**src/include/aecr_pkg.sv**
```systemverilog
// Purpose: constants for the correctable-error register bank of one switch port
// Assumes: 32-bit AHB-Lite register bus, one core clock
// Notes: byte offsets are the printed offsets
package aecr_pkg;
   localparam logic [11:0] AECR_OFS_STATUS = 12'h110;
   localparam logic [11:0] AECR_OFS_MASK = 12'h114;
   localparam logic [11:0] AECR_OFS_CTRL = 12'h118;
   localparam logic [11:0] AECR_OFS_IRQ_STAT = 12'h140;
   localparam logic [11:0] AECR_OFS_IRQ_CLR = 12'h144;
   localparam logic [11:0] AECR_OFS_IRQ_EN = 12'h148;

   localparam int AECR_BIT_RCV = 0;
   localparam int AECR_BIT_BADPKT = 6;
   localparam int AECR_BIT_BADLNK = 7;
   localparam int AECR_BIT_ROLL = 8;
   localparam int AECR_BIT_RTO = 12;
   localparam int AECR_BIT_ADV = 13;
   localparam int AECR_NUM_EVT = 6;

   // implemented bits of status, mask and interrupt registers
   localparam logic [31:0] AECR_EVT_BITS = 32'h000031C1;
   localparam logic [31:0] AECR_STATUS_RST = 32'h00000000;
   localparam logic [31:0] AECR_MASK_RST = 32'h00002000;

   localparam int AECR_FEP_LSB = 0;
   localparam int AECR_FEP_W = 5;
   localparam int AECR_CTL_GCAP = 5;
   localparam int AECR_CTL_GEN = 6;
   localparam int AECR_CTL_CCAP = 7;
   localparam int AECR_CTL_CEN = 8;
   localparam logic AECR_CAP_RST = 1'b1;
   localparam logic AECR_EN_RST = 1'b0;
   localparam logic [4:0] AECR_FEP_RST = 5'h00;

   localparam logic [1:0] AECR_HTRANS_NONSEQ = 2'h2;
   localparam logic AECR_HRESP_OKAY = 1'b0;
   localparam logic [31:0] AECR_ZERO = 32'h00000000;
endpackage : aecr_pkg

```
**src/logic/aecr_regs.sv**
```systemverilog
// Purpose: correctable-error status, mask and control registers of one port
// Assumes: event inputs are one-cycle pulses from core-clock logic
// Notes: resetn is the fundamental reset, link_resetn the hot or link reset
`timescale 1ns/1ps
`default_nettype none
module aecr_regs (
   input wire logic clk,
   input wire logic resetn,
   input wire logic link_resetn,
   input wire logic hsel,
   input wire logic [11:0] haddr,
   input wire logic [1:0] htrans,
   input wire logic hwrite,
   input wire logic [2:0] hsize,
   input wire logic [31:0] hwdata,
   input wire logic hready,
   output logic [31:0] hrdata,
   output logic hreadyout,
   output logic hresp,
   input wire logic rx_err_evt,
   input wire logic bad_pkt_evt,
   input wire logic bad_link_pkt_evt,
   input wire logic replay_rollover_evt,
   input wire logic replay_timeout_evt,
   input wire logic advisory_nf_evt,
   input wire logic first_err_load,
   input wire logic [aecr_pkg::AECR_FEP_W-1:0] first_err_ptr_in,
   input wire logic write_lock,
   output logic cor_msg_req,
   output logic crc_gen_capable,
   output logic crc_gen_enable,
   output logic crc_check_capable,
   output logic crc_check_enable,
   output logic irq
);
   import aecr_pkg::*;

   logic [31:0] correctable_error_status_r;
   logic [31:0] correctable_error_mask_r;
   logic [AECR_FEP_W-1:0] first_error_pointer_r;
   logic crc_gen_capable_r;
   logic crc_gen_enable_r;
   logic crc_check_capable_r;
   logic crc_check_enable_r;
   logic [31:0] irq_status_r;
   logic [31:0] irq_enable_r;
   logic cor_msg_req_r;
   logic irq_r;
   logic [31:0] hrdata_r;
   logic hreadyout_r;
   logic hresp_r;

   logic wr_pend_r;
   logic [11:0] wr_addr_r;
   logic [31:0] evt_vec;
   logic [31:0] wr_data;
   logic wr_status;
   logic wr_mask;
   logic wr_ctrl;
   logic wr_irq_clr;
   logic wr_irq_en;
   logic addr_phase;
   logic [31:0] status_nxt;
   logic [31:0] irq_status_nxt;
   logic [31:0] rd_nxt;

   // spread the six event pulses onto their register positions
   function automatic logic [31:0] evt_place(input logic [AECR_NUM_EVT-1:0] e);
      logic [31:0] v;
      v = AECR_ZERO;
      v[AECR_BIT_RCV] = e[0];
      v[AECR_BIT_BADPKT] = e[1];
      v[AECR_BIT_BADLNK] = e[2];
      v[AECR_BIT_ROLL] = e[3];
      v[AECR_BIT_RTO] = e[4];
      v[AECR_BIT_ADV] = e[5];
      return v;
   endfunction : evt_place

   function automatic logic hit(input logic [11:0] a, input logic [11:0] ofs);
      return a == ofs;
   endfunction : hit

   assign evt_vec = evt_place({advisory_nf_evt, replay_timeout_evt, replay_rollover_evt,
                               bad_link_pkt_evt, bad_pkt_evt, rx_err_evt});

   assign addr_phase = hsel && (htrans == AECR_HTRANS_NONSEQ) && hready;
   assign wr_data = hwdata;
   assign wr_status = wr_pend_r && hit(wr_addr_r, AECR_OFS_STATUS);
   assign wr_mask = wr_pend_r && hit(wr_addr_r, AECR_OFS_MASK);
   assign wr_ctrl = wr_pend_r && hit(wr_addr_r, AECR_OFS_CTRL);
   assign wr_irq_clr = wr_pend_r && hit(wr_addr_r, AECR_OFS_IRQ_CLR);
   assign wr_irq_en = wr_pend_r && hit(wr_addr_r, AECR_OFS_IRQ_EN);

   // bus address phase capture; zero wait states so a write lands next cycle
   always_ff @(posedge clk) begin
      if (!resetn || !link_resetn) begin
         wr_pend_r <= 1'b0;
         wr_addr_r <= 12'h000;
      end else begin
         wr_pend_r <= addr_phase && hwrite;
         wr_addr_r <= haddr;
      end
   end

   always_ff @(posedge clk) begin
      if (!resetn || !link_resetn) begin
         hreadyout_r <= 1'b0;
      end else begin
         hreadyout_r <= 1'b1;
      end
   end

   a_ready_up: assert property (@(posedge clk)
      resetn && link_resetn
      |=> hreadyout)
      else $error("bus not ready after reset");

   // okay is the only answer, yet it leaves from a flop like every bus output
   always_ff @(posedge clk) begin
      if (!resetn || !link_resetn) begin
         hresp_r <= AECR_HRESP_OKAY;
      end else begin
         hresp_r <= AECR_HRESP_OKAY;
      end
   end

   // event set wins over a write-one clear in the same cycle
   always_comb begin
      status_nxt = correctable_error_status_r;
      if (wr_status) begin
         status_nxt = status_nxt & ~(wr_data & AECR_EVT_BITS);
      end
      status_nxt = status_nxt | evt_vec;
   end

   // sticky: only the fundamental reset clears it
   always_ff @(posedge clk) begin
      if (!resetn) begin
         correctable_error_status_r <= AECR_STATUS_RST;
      end else begin
         correctable_error_status_r <= status_nxt & AECR_EVT_BITS;
      end
   end

   a_status_reset: assert property (@(posedge clk)
      !resetn
      |=> correctable_error_status_r == AECR_STATUS_RST)
      else $error("status reset value wrong");
   a_w1c_clears: assert property (@(posedge clk) disable iff (!resetn)
      wr_status && hwdata[AECR_BIT_RCV] && !rx_err_evt
      |=> !correctable_error_status_r[AECR_BIT_RCV])
      else $error("write of one did not clear status");
   a_w0_keeps: assert property (@(posedge clk) disable iff (!resetn)
      wr_status && !hwdata[AECR_BIT_RTO] && correctable_error_status_r[AECR_BIT_RTO]
      |=> correctable_error_status_r[AECR_BIT_RTO])
      else $error("write of zero changed status");
   a_status_link: assert property (@(posedge clk) disable iff (!resetn)
      !link_resetn && !wr_status && evt_vec == AECR_ZERO
      |=> $stable(correctable_error_status_r))
      else $error("status changed across link reset");

   always_ff @(posedge clk) begin
      if (!resetn) begin
         correctable_error_mask_r <= AECR_MASK_RST;
      end else if (wr_mask) begin
         correctable_error_mask_r <= wr_data & AECR_EVT_BITS;
      end
   end

   a_mask_write: assert property (@(posedge clk) disable iff (!resetn)
      wr_mask
      |=> correctable_error_mask_r == ($past(hwdata) & AECR_EVT_BITS))
      else $error("mask write not taken");
   a_mask_sticky: assert property (@(posedge clk) disable iff (!resetn)
      !link_resetn && !wr_mask
      |=> $stable(correctable_error_mask_r))
      else $error("mask changed across link reset");

   always_ff @(posedge clk) begin
      if (!resetn) begin
         first_error_pointer_r <= AECR_FEP_RST;
      end else if (first_err_load) begin
         first_error_pointer_r <= first_err_ptr_in;
      end
   end

   a_fep_load: assert property (@(posedge clk) disable iff (!resetn)
      first_err_load
      |=> first_error_pointer_r == $past(first_err_ptr_in))
      else $error("first error pointer not loaded");
   a_fep_hold: assert property (@(posedge clk) disable iff (!resetn)
      !first_err_load
      |=> $stable(first_error_pointer_r))
      else $error("first error pointer changed without load");

   // enables are sticky, capability bits are not
   always_ff @(posedge clk) begin
      if (!resetn) begin
         crc_gen_enable_r <= AECR_EN_RST;
         crc_check_enable_r <= AECR_EN_RST;
      end else if (wr_ctrl) begin
         crc_gen_enable_r <= wr_data[AECR_CTL_GEN];
         crc_check_enable_r <= wr_data[AECR_CTL_CEN];
      end
   end

   a_gen_write: assert property (@(posedge clk) disable iff (!resetn)
      wr_ctrl
      |=> crc_gen_enable == $past(hwdata[AECR_CTL_GEN]))
      else $error("generation enable write not taken");
   a_chk_write: assert property (@(posedge clk) disable iff (!resetn)
      wr_ctrl
      |=> crc_check_enable == $past(hwdata[AECR_CTL_CEN]))
      else $error("checking enable write not taken");

   always_ff @(posedge clk) begin
      if (!resetn || !link_resetn) begin
         crc_gen_capable_r <= AECR_CAP_RST;
         crc_check_capable_r <= AECR_CAP_RST;
      end else if (wr_ctrl && !write_lock) begin
         crc_gen_capable_r <= wr_data[AECR_CTL_GCAP];
         crc_check_capable_r <= wr_data[AECR_CTL_CCAP];
      end
   end

   a_gcap_open: assert property (@(posedge clk) disable iff (!resetn || !link_resetn)
      wr_ctrl && !write_lock
      |=> crc_gen_capable == $past(hwdata[AECR_CTL_GCAP]))
      else $error("generation capable write not taken");
   a_ccap_open: assert property (@(posedge clk) disable iff (!resetn || !link_resetn)
      wr_ctrl && !write_lock
      |=> crc_check_capable == $past(hwdata[AECR_CTL_CCAP]))
      else $error("checking capable write not taken");
   a_cap_reset: assert property (@(posedge clk)
      !resetn || !link_resetn
      |=> crc_gen_capable && crc_check_capable)
      else $error("capable bits not set by reset");

   // one message request per cycle that has any unmasked event
   always_ff @(posedge clk) begin
      if (!resetn || !link_resetn) begin
         cor_msg_req_r <= 1'b0;
      end else begin
         cor_msg_req_r <= |(evt_vec & ~correctable_error_mask_r);
      end
   end

   a_msg_sent: assert property (@(posedge clk) disable iff (!resetn || !link_resetn)
      (evt_vec & ~correctable_error_mask_r) != AECR_ZERO
      |=> cor_msg_req)
      else $error("event not reported to root");
   a_msg_quiet: assert property (@(posedge clk) disable iff (!resetn || !link_resetn)
      (evt_vec & ~correctable_error_mask_r) == AECR_ZERO
      |=> !cor_msg_req)
      else $error("report without an unmasked event");

   // interrupt status: every event, masked or not, set wins over clear
   always_comb begin
      irq_status_nxt = irq_status_r;
      if (wr_irq_clr) begin
         irq_status_nxt = irq_status_nxt & ~wr_data;
      end
      irq_status_nxt = (irq_status_nxt | evt_vec) & AECR_EVT_BITS;
   end

   always_ff @(posedge clk) begin
      if (!resetn || !link_resetn) begin
         irq_status_r <= AECR_ZERO;
      end else begin
         irq_status_r <= irq_status_nxt;
      end
   end

   always_ff @(posedge clk) begin
      if (!resetn || !link_resetn) begin
         irq_enable_r <= AECR_ZERO;
      end else if (wr_irq_en) begin
         irq_enable_r <= wr_data & AECR_EVT_BITS;
      end
   end

   always_ff @(posedge clk) begin
      if (!resetn || !link_resetn) begin
         irq_r <= 1'b0;
      end else begin
         irq_r <= |(irq_status_nxt & irq_enable_r);
      end
   end

   a_irq_set: assert property (@(posedge clk) disable iff (!resetn || !link_resetn)
      (evt_vec & irq_enable_r) != AECR_ZERO
      |=> irq)
      else $error("enabled event raised no interrupt");
   a_irq_quiet: assert property (@(posedge clk) disable iff (!resetn || !link_resetn)
      irq_enable_r == AECR_ZERO
      |=> !irq)
      else $error("interrupt with nothing enabled");

   // read mux; reserved bits and unmapped addresses read zero
   always_comb begin
      rd_nxt = AECR_ZERO;
      case (haddr)
         AECR_OFS_STATUS: rd_nxt = correctable_error_status_r;
         AECR_OFS_MASK: rd_nxt = correctable_error_mask_r;
         AECR_OFS_CTRL: begin
            rd_nxt[AECR_FEP_LSB +: AECR_FEP_W] = first_error_pointer_r;
            rd_nxt[AECR_CTL_GCAP] = crc_gen_capable_r;
            rd_nxt[AECR_CTL_GEN] = crc_gen_enable_r;
            rd_nxt[AECR_CTL_CCAP] = crc_check_capable_r;
            rd_nxt[AECR_CTL_CEN] = crc_check_enable_r;
         end
         AECR_OFS_IRQ_STAT: rd_nxt = irq_status_r;
         AECR_OFS_IRQ_EN: rd_nxt = irq_enable_r;
         default: rd_nxt = AECR_ZERO;
      endcase
   end

   // read data sampled at the address phase, standing through the data phase
   always_ff @(posedge clk) begin
      if (!resetn || !link_resetn) begin
         hrdata_r <= AECR_ZERO;
      end else if (addr_phase && !hwrite) begin
         hrdata_r <= rd_nxt;
      end
   end

   a_rdata_reset: assert property (@(posedge clk)
      !resetn || !link_resetn
      |=> hrdata == AECR_ZERO)
      else $error("read data not cleared by reset");

   assign hrdata = hrdata_r;
   assign hreadyout = hreadyout_r;
   assign hresp = hresp_r;
   assign cor_msg_req = cor_msg_req_r;
   assign crc_gen_capable = crc_gen_capable_r;
   assign crc_gen_enable = crc_gen_enable_r;
   assign crc_check_capable = crc_check_capable_r;
   assign crc_check_enable = crc_check_enable_r;
   assign irq = irq_r;

   a_rcv_sets: assert property (@(posedge clk) disable iff (!resetn)
      rx_err_evt |=> correctable_error_status_r[AECR_BIT_RCV])
      else $error("receiver error did not set status");
   a_badpkt_sets: assert property (@(posedge clk) disable iff (!resetn)
      bad_pkt_evt |=> correctable_error_status_r[AECR_BIT_BADPKT])
      else $error("bad packet did not set status");
   a_badlnk_sets: assert property (@(posedge clk) disable iff (!resetn)
      bad_link_pkt_evt |=> correctable_error_status_r[AECR_BIT_BADLNK])
      else $error("bad link packet did not set status");
   a_roll_sets: assert property (@(posedge clk) disable iff (!resetn)
      replay_rollover_evt |=> correctable_error_status_r[AECR_BIT_ROLL])
      else $error("replay rollover did not set status");
   a_rto_sets: assert property (@(posedge clk) disable iff (!resetn)
      replay_timeout_evt |=> correctable_error_status_r[AECR_BIT_RTO])
      else $error("replay timeout did not set status");
   a_adv_masked_sets: assert property (@(posedge clk) disable iff (!resetn)
      advisory_nf_evt && correctable_error_mask_r[AECR_BIT_ADV]
      |=> correctable_error_status_r[AECR_BIT_ADV] && !cor_msg_req)
      else $error("masked advisory event lost or reported");
   a_status_sticky: assert property (@(posedge clk) disable iff (!resetn)
      $fell(correctable_error_status_r[AECR_BIT_RTO]) && $past(resetn) |->
      $past(wr_status) && $past(hwdata[AECR_BIT_RTO]))
      else $error("status bit fell without a write of one");
   a_mask_report: assert property (@(posedge clk) disable iff (!resetn || !link_resetn)
      rx_err_evt && !correctable_error_mask_r[AECR_BIT_RCV] ##1 link_resetn |-> cor_msg_req)
      else $error("unmasked event not reported");
   a_mask_reset: assert property (@(posedge clk)
      !resetn |=> correctable_error_mask_r == AECR_MASK_RST)
      else $error("mask reset value wrong");
   a_cap_locked: assert property (@(posedge clk) disable iff (!resetn || !link_resetn)
      wr_ctrl && write_lock |=> $stable(crc_gen_capable) && $stable(crc_check_capable))
      else $error("capability bit changed under lock");
   a_sticky_link: assert property (@(posedge clk) disable iff (!resetn)
      !link_resetn && !wr_ctrl |=> $stable(crc_gen_enable) && $stable(crc_check_enable))
      else $error("sticky enable lost on link reset");
endmodule : aecr_regs
`default_nettype wire

```
**config.mk**
```make
export PLATFORM = sky130hd
export DESIGN_NAME = aecr_regs
export DESIGN_NICKNAME = d
export VERILOG_FILES = /design/src/include/aecr_pkg.sv /design/src/logic/aecr_regs.sv
export SDC_FILE = /design/constraint.sdc
export NUM_CORES = 1
export LEC_CHECK = 0
export BUFFER_PORTS_ARGS = -buffer_cell sky130_fd_sc_hd__buf_2
export CAP_MARGIN = 20
export CORE_ASPECT_RATIO = 0.6
export CORE_MARGIN = 4
export CORE_UTILIZATION = 40
export DETAILED_ROUTE_END_ITERATION = 10
export HOLD_SLACK_MARGIN = 0.08
export PLACE_DENSITY = 0.68
export SLEW_MARGIN = 20
export SYNTH_ARGS = -nofsm -noshare
export SYNTH_HDL_FRONTEND = slang
export SYNTH_SLANG_ARGS = --single-unit
```
**constraint.sdc**
```tcl
create_clock -name clk -period 3.3 [get_ports clk]
set_input_delay 0.165 -clock clk [delete_from_list [all_inputs] [get_ports clk]]
set_output_delay 0.165 -clock clk [all_outputs]
set_load 0.05 [all_outputs]
```
==> flow_metrics.env, run 1 <==
export IMPL_number_of_pins_exceeding_their_max_slew_limit_in_the_final_report=0
export IMPL_yosys_warnings=0
export IMPL_start_util=0.4240
export IMPL_worstSetupPathType="register to register"
export IMPL_dpl_hpwl_mm=5.081
export IMPL_synth_seq_cells=60
export IMPL_hold_path_depth=2
export IMPL_finalHoldViolations=0
export IMPL_tritoncts="yes"
export IMPL_ys_seq_area_frac=0.4513
export IMPL_worstPathRequired_ns=3.50
export IMPL_synthesized_area_per_cell_um2=8.931
export IMPL_h_tree_depth=3
export IMPL_final_layout_size_suffix_gt1_frac=0.2225
export IMPL_initialDrtViolationCount=220
export IMPL_finalSetupViolations=0
export IMPL_wirelength_mm=7.016
export IMPL_crit_arrival_ns=2.25
export IMPL_standard_cell_rows=22
export IMPL_worst_hold_launch="haddr[1]"
export IMPL_areaGrowthSynthToFinish_pct=22.85
export IMPL_route_vias_total=2305
export IMPL_path_common_cell="sky130_fd_sc_hd__a31oi_1"
export IMPL_drt_wl_cell_um=15.35
export IMPL_top_ports=108
export IMPL_cells_on_worst_reg2reg_path=5
export IMPL_cts_root_buf="sky130_fd_sc_hd__clkbuf_8"
export IMPL_dieArea_um2=8065
export IMPL_reg2reg_slack_ns=1.25
export IMPL_route_detailed_drc=0
export IMPL_synth_cell_area_um2=2661
export IMPL_cts_setup_buffers=0
export IMPL_hold_end="wr_addr_r[1]"
export IMPL_cts_repair_resized=0
export IMPL_achievable_frequency_mhz=487.7
export IMPL_dieWidth_um=113.3
export IMPL_vdd_ir_drop_worst_mv=0.2228
export IMPL_grt_pass1_vias=2088
export IMPL_grt_setup_unrepaired="no"
export IMPL_detail_route_first_pass_iterations=4
export IMPL_place_gp_congestion=0.8585
export IMPL_post_drt_via_cell_ratio=5.044
export IMPL_coreArea_um2=6276
export IMPL_antenna_violations_before_repair=0
export IMPL_fin_setup_tns_ns=0
export IMPL_syn_inst=298
export IMPL_slowest_delay_ns=0.51
export IMPL_final_fill_count=608
export IMPL_worst_skew_pair_late_latency_ns=0.34
export IMPL_insertedDiodeCount=0
export IMPL_outcome="complete, no violations"
export IMPL_relSlewSlack=0.5901
export IMPL_final_nets=436
export IMPL_critical_path_endpoint_type="register"
export IMPL_worst_setup_path_start_kind="register"
export IMPL_clock_skew_final_ns=0.007564
export IMPL_fp_dieH_um=71.18
export IMPL_r2r_start="wr_addr_r[5]"
export IMPL_fin_cells=457
export IMPL_worstReg2RegEnd="irq"
export IMPL_postCtsHoldBufs=14
export IMPL_dp_cells=427
export IMPL_gr_total_overflow=0
export IMPL_power_density_nw_per_um2=489.6
export IMPL_crit_path_cell_trace="nor4b_2 > and4_1 > a31oi_1 > nor4_1 > a31oi_1"
export IMPL_smallest_hold_slack_ns=0.09422
export IMPL_cap_viol_max_count=0
export IMPL_globalRouteTotalUtil=0.1747
export IMPL_pin_count_of_the_biggest_net_entering_global_routing=33
export IMPL_post_synth_num_cell_types=35
export IMPL_layout_cells_most_common="sky130_fd_sc_hd__dfxtp_1"
export IMPL_tritoncts_num_buffers=9
export IMPL_ant_nets=0
export IMPL_largest_fanout_on_the_critical_path=10
export IMPL_path_clk_slew_ns=0.07
export IMPL_cts_sink_cnt=60
export IMPL_leading_cell_types_in_the_layout_fill_and_taps_excluded="sky130_fd_sc_hd__dfxtp_1, sky130_fd_sc_hd__buf_2, sky130_fd_sc_hd__nand2_1"
export IMPL_layout_worst_path_cycle_share=0.6213
export IMPL_wire_length_of_the_first_global_routing_pass_mm=10.81
export IMPL_clk_path_buf_depth=2
export IMPL_numPortBuffers=57
export IMPL_min_period_ns=2.050
export IMPL_holdCritPathClass="input pin to register"
export IMPL_slowest_stage="sky130_fd_sc_hd__and4_1"
export IMPL_max_slew_worst_pin_slew_ns=0.6116
export IMPL_power_leakage_nw=1.465
## routing by layer
metal / part of all wire / global-route usage
met5: 0 / 0
met1: 0.49 / 0.2510
met4: 0.0076 / 0.04933
met3: 0.11 / 0.08034
met2: 0.39 / 0.2316
## critical path: cells and delay by family (launching register included)
family / cells / cell delay [ns]
and+or+nand+nor: 3 / 1.24
AOI/OAI and AO/OA: 2 / 0.33
DFF: 1 / 0.33
## power by group
part	switching [W]	internal, W	leakage, nW
sequential	0.0000111	0.000744	0.490
clock	0.000282	0.000387	0.102
combinational	0.000119	0.0000566	0.872
## registers in the layout, summed over array words and instances (netlist names)
| register | cells |
|---|---|
| irq_enable_r | 6 |
| wr_addr_r | 12 |
| first_error_pointer_r | 5 |
| irq_status_r | 6 |
| irq | 1 |
| hrdata | 11 |
| crc_gen_enable | 1 |
| wr_pend_r | 1 |
| crc_check_enable | 1 |
| cor_msg_req | 1 |
| hreadyout | 1 |
| crc_gen_capable | 1 |
| correctable_error_mask_r | 6 |
| crc_check_capable | 1 |
| correctable_error_status_r | 6 |
## cells in the mapped netlist (all sizes together)
cell,number,area [µm²]
nand4,6,37.54
nor2,20,77.58
and3b,1,8.760
nand2,27,101.4
inv,7,26.28
a21oi,17,85.08
o21ai,15,75.07
mux2,3,33.78
nand3,12,60.06
nor4,2,12.51
nor3,3,20.02
and3,12,75.07
or3,1,6.260
nor3b,2,15.01
a22o,3,26.28
or2,1,6.260
conb,1,3.750
buf,24,177.7
a21boi,2,15.01
a31oi,8,50.05
nor4b,5,62.56
o21a,2,15.01
clkbuf,11,41.29
nand4b,1,8.760
a222oi,2,20.02
mux2i,19,190.2
and4,2,17.52
o22ai,3,18.77
a221oi,4,35.03
dfxtp,60,1201
nor2b,22,137.6
## final cells by class
type,count,area (µm²),area share
flip-flops and latches,60,1201,0.3674
clock buffers,12,155.1,0.04746
inverters,7,26.28,0.008037
well taps,84,105.1,0.03215
multi-input cells,217,1294,0.3957
repair buffers,73,440.4,0.1347
clock inverters,4,47.55,0.01454
## cells by family (layout without fill, tap and decap cells)
group                  count (synthesis)  in the layout  share of synthesized area
and+or+nand+nor                      117            117                     0.2431
DFF                                   60             60                     0.4513
AOI/OAI and AO/OA                     56             56                     0.1279
buffers and inverters                 42             96                    0.09215
muxes                                 22             22                    0.08415
other                                  1             22                   0.001409
## worst max-delay path by stage
stage | start | to | cells past startpoint | slack, ns
2_1_floorplan | wr_addr_r[9] | irq | 7 | 1.82
3_3_place_gp | wr_addr_r[5] | irq | 5 | 1.33
3_5_place_dp | wr_addr_r[5] | irq | 5 | 1.36
4_1_cts | wr_addr_r[5] | irq | 5 | 1.32
5_1_grt | haddr[0] | hrdata[8] | 7 | 1.17
6_report | wr_addr_r[5] | irq | 5 | 1.25
## through the flow
| step | power [W] | setup slack (ns) | utilization | instance area, µm² |
|---|---|---|---|---|
| 2_1_floorplan | 0.0009023 | 1.820 | - | 2740 |
| 3_3_place_gp | 0.0009305 | 1.333 | 0.4663 | 2927 |
| 3_5_place_dp | 0.0009332 | 1.356 | 0.4663 | 2927 |
| 4_1_cts | 0.001614 | 1.320 | 0.5209 | 3269 |
| 5_1_grt | 0.001665 | 1.167 | 0.5209 | 3269 |
| 6_report | 0.001601 | 1.250 | 0.5209 | 3269 |
Power figures use the tool's default switching activity.
==> run 2, diff against run 1 <==
==> constraint.sdc (replaced) <==
create_clock -name clk -period 1.98 [get_ports clk]
set_input_delay 0.099 -clock clk [delete_from_list [all_inputs] [get_ports clk]]
set_output_delay 0.099 -clock clk [all_outputs]
set_load 0.05 [all_outputs]
==> run 2 against run 1 <==
Effect of this change: via count rose by 4.4%; sequential power increased by 67%; hold slack gained 0.0071 ns; core utilization grew 3.5 points; flip-flop and latch count is the same; die area stayed put; largest power group unchanged; cell count rose by 4.6%.
==> flow_metrics.env, run 2 (synthesized netlist as in run 1, its figures left out) <==
export IMPL_outcome="complete, no violations"
export IMPL_route_vias_total=2407
export IMPL_cts_root_buf="sky130_fd_sc_hd__clkbuf_8"
export IMPL_vdd_ir_drop_worst_mv=0.3925
export IMPL_route_detailed_drc=0
export IMPL_max_slew_worst_pin_slew_ns=0.6592
export IMPL_finalHoldViolations=0
export IMPL_fp_dieH_um=71.18
export IMPL_finish_instance_area_um2=3490
export IMPL_final_layout_size_suffix_gt1_frac=0.2310
export IMPL_layout_cells_most_common="sky130_fd_sc_hd__dfxtp_1"
export IMPL_standard_cell_rows=22
export IMPL_worstSetupPathType="register to register"
export IMPL_power_leakage_nw=1.556
export IMPL_gr_total_overflow=0
export IMPL_cap_viol_max_count=0
export IMPL_cts_sink_cnt=60
export IMPL_coreArea_um2=6276
export IMPL_worst_setup_path_start_kind="register"
export IMPL_top_register="wr_addr_r"
export IMPL_place_gp_congestion=0.8329
export IMPL_worstPathRequired_ns=2.19
export IMPL_path_clk_slew_ns=0.07
export IMPL_largest_fanout_on_the_critical_path=10
export IMPL_ant_nets=0
export IMPL_number_of_pins_exceeding_their_max_slew_limit_in_the_final_report=0
export IMPL_crit_arrival_ns=2.02
export IMPL_detail_route_first_pass_iterations=6
export IMPL_top_ports=108
export IMPL_min_period_ns=1.809
export IMPL_cts_setup_buffers=0
export IMPL_swShare=0.2740
export IMPL_critical_path_endpoint_type="register"
export IMPL_wirelength_mm=7.227
export IMPL_largest_register_ffs=12
export IMPL_relSlewSlack=0.5589
export IMPL_pin_count_of_the_biggest_net_entering_global_routing=32
export IMPL_worst_skew_pair_late_latency_ns=0.34
export IMPL_fin_setup_tns_ns=0
export IMPL_clk_path_buf_depth=2
export IMPL_p_comb_frac=0.120
export IMPL_areaGrowthSynthToFinish_pct=31.12
export IMPL_final_nets=457
export IMPL_switchingPower_w=0.0007324
export IMPL_finalSetupViolations=0
export IMPL_h_tree_depth=3
export IMPL_clock_skew_final_ns=0.007427
export IMPL_post_drt_via_cell_ratio=5.036
export IMPL_tritoncts="yes"
export IMPL_globalRouteTotalUtil=0.1786
export IMPL_clock_power_share=0.409
export IMPL_leading_cell_types_in_the_layout_fill_and_taps_excluded="sky130_fd_sc_hd__dfxtp_1, sky130_fd_sc_hd__buf_2, sky130_fd_sc_hd__dlygate4sd3_1"
export IMPL_numPortBuffers=57
export IMPL_dieWidth_um=113.3
export IMPL_drt_wl_cell_um=15.12
export IMPL_dieArea_um2=8065
export IMPL_share_seq_of_total_power=0.471
export IMPL_intPower_w=0.001941
export IMPL_grt_pass1_vias=2220
export IMPL_achievable_frequency_mhz=552.8
export IMPL_insertedDiodeCount=0
export IMPL_initialDrtViolationCount=130
export IMPL_placed_cell_area_um2=2977
export IMPL_grt_setup_unrepaired="no"
export IMPL_power_density_nw_per_um2=766.1
export IMPL_wire_length_of_the_first_global_routing_pass_mm=11.15
export IMPL_holdCritPathClass="input pin to register"
export IMPL_dpl_hpwl_mm=5.184
export IMPL_antenna_violations_before_repair=0
export IMPL_start_util=0.4240
export IMPL_layout_worst_path_cycle_share=0.9136
export IMPL_tritoncts_num_buffers=9
## run 2: cell types whose count changed in the layout (fill, tap and decap cells not counted), sizes merged
| cell | change |
|---|---|
| buf | +5 |
| clkbuf | -3 |
| clkinv | +1 |
| clkinvlp | +1 |
| dlygate4sd3 | +16 |
| inv | +1 |
## run 2: worst paths after layout
check                     from           end  slack, ns  depth (start not counted)
setup / recovery  wr_addr_r[5]           irq       0.17                          6
hold / removal        haddr[2]  wr_addr_r[2]       0.10                          2
setup reg to reg  wr_addr_r[5]           irq       0.17                          6
hold reg to reg      hrdata[5]     hrdata[5]       0.46                          2
## run 2: worst max-delay path, cell delays in order (launching register included)
cell                      delay, ns
sky130_fd_sc_hd__dfxtp_1       0.33
sky130_fd_sc_hd__nor4b_2       0.35
sky130_fd_sc_hd__and4_1        0.29
sky130_fd_sc_hd__buf_12        0.14
sky130_fd_sc_hd__a31oi_1       0.10
sky130_fd_sc_hd__nor4_2        0.32
sky130_fd_sc_hd__a31oi_1       0.13
## run 2: power groups by stage
stage | combinational (W) | clock [W] | sequential (W)
floorplan | 0.000213 | 0 | 0.00129
global placement | 0.000268 | 0 | 0.00128
detailed placement | 0.000271 | 0 | 0.00129
CTS | 0.000317 | 0.00112 | 0.00126
global route | 0.000344 | 0.00117 | 0.00126
finish | 0.000320 | 0.00109 | 0.00126
## run 2: layer usage
layer,routed length (µm),vias up,track usage
met2,2894,100,0.2520
met1,3573,1102,0.2594
met4,80,0,0.05200
met3,679,10,0.05641
met5,0,-,0
li1,-,1195,-
## run 2: final cells by class
cell class                      instances  area [µm²]
Clock buffer                            9       123.9
Inverter                                7       26.28
Multi-Input combinational cell        217        1306
Fill cell                             581        2786
Tap cell                               84       105.1
Sequential cell                        60        1201
Timing Repair Buffer                   94       650.6
Clock inverter                          7       76.32
## run 2: what timing repair did
action	in CTS	in global routing
hold buffers	30	0
setup endpoints to repair	0	2
endpoints found under the hold margin	36	0
gates resized for setup	0	2
## run 2: metrics by stage
step / hold WS [ns] / setup slack [ns] / instances / total power, W / utilization
2_1_floorplan: 0.2128 / 0.4997 / 319 / 0.001504 / -
3_3_place_gp: 0.3145 / 0.2000 / 432 / 0.001552 / 0.4743
3_5_place_dp: 0.3364 / 0.1551 / 432 / 0.001557 / 0.4743
4_1_cts: 0.08336 / 0.1215 / 478 / 0.002695 / 0.5540
5_1_grt: 0.09516 / 0.03582 / 478 / 0.002774 / 0.5560
6_report: 0.1013 / 0.1712 / 478 / 0.002673 / 0.5560
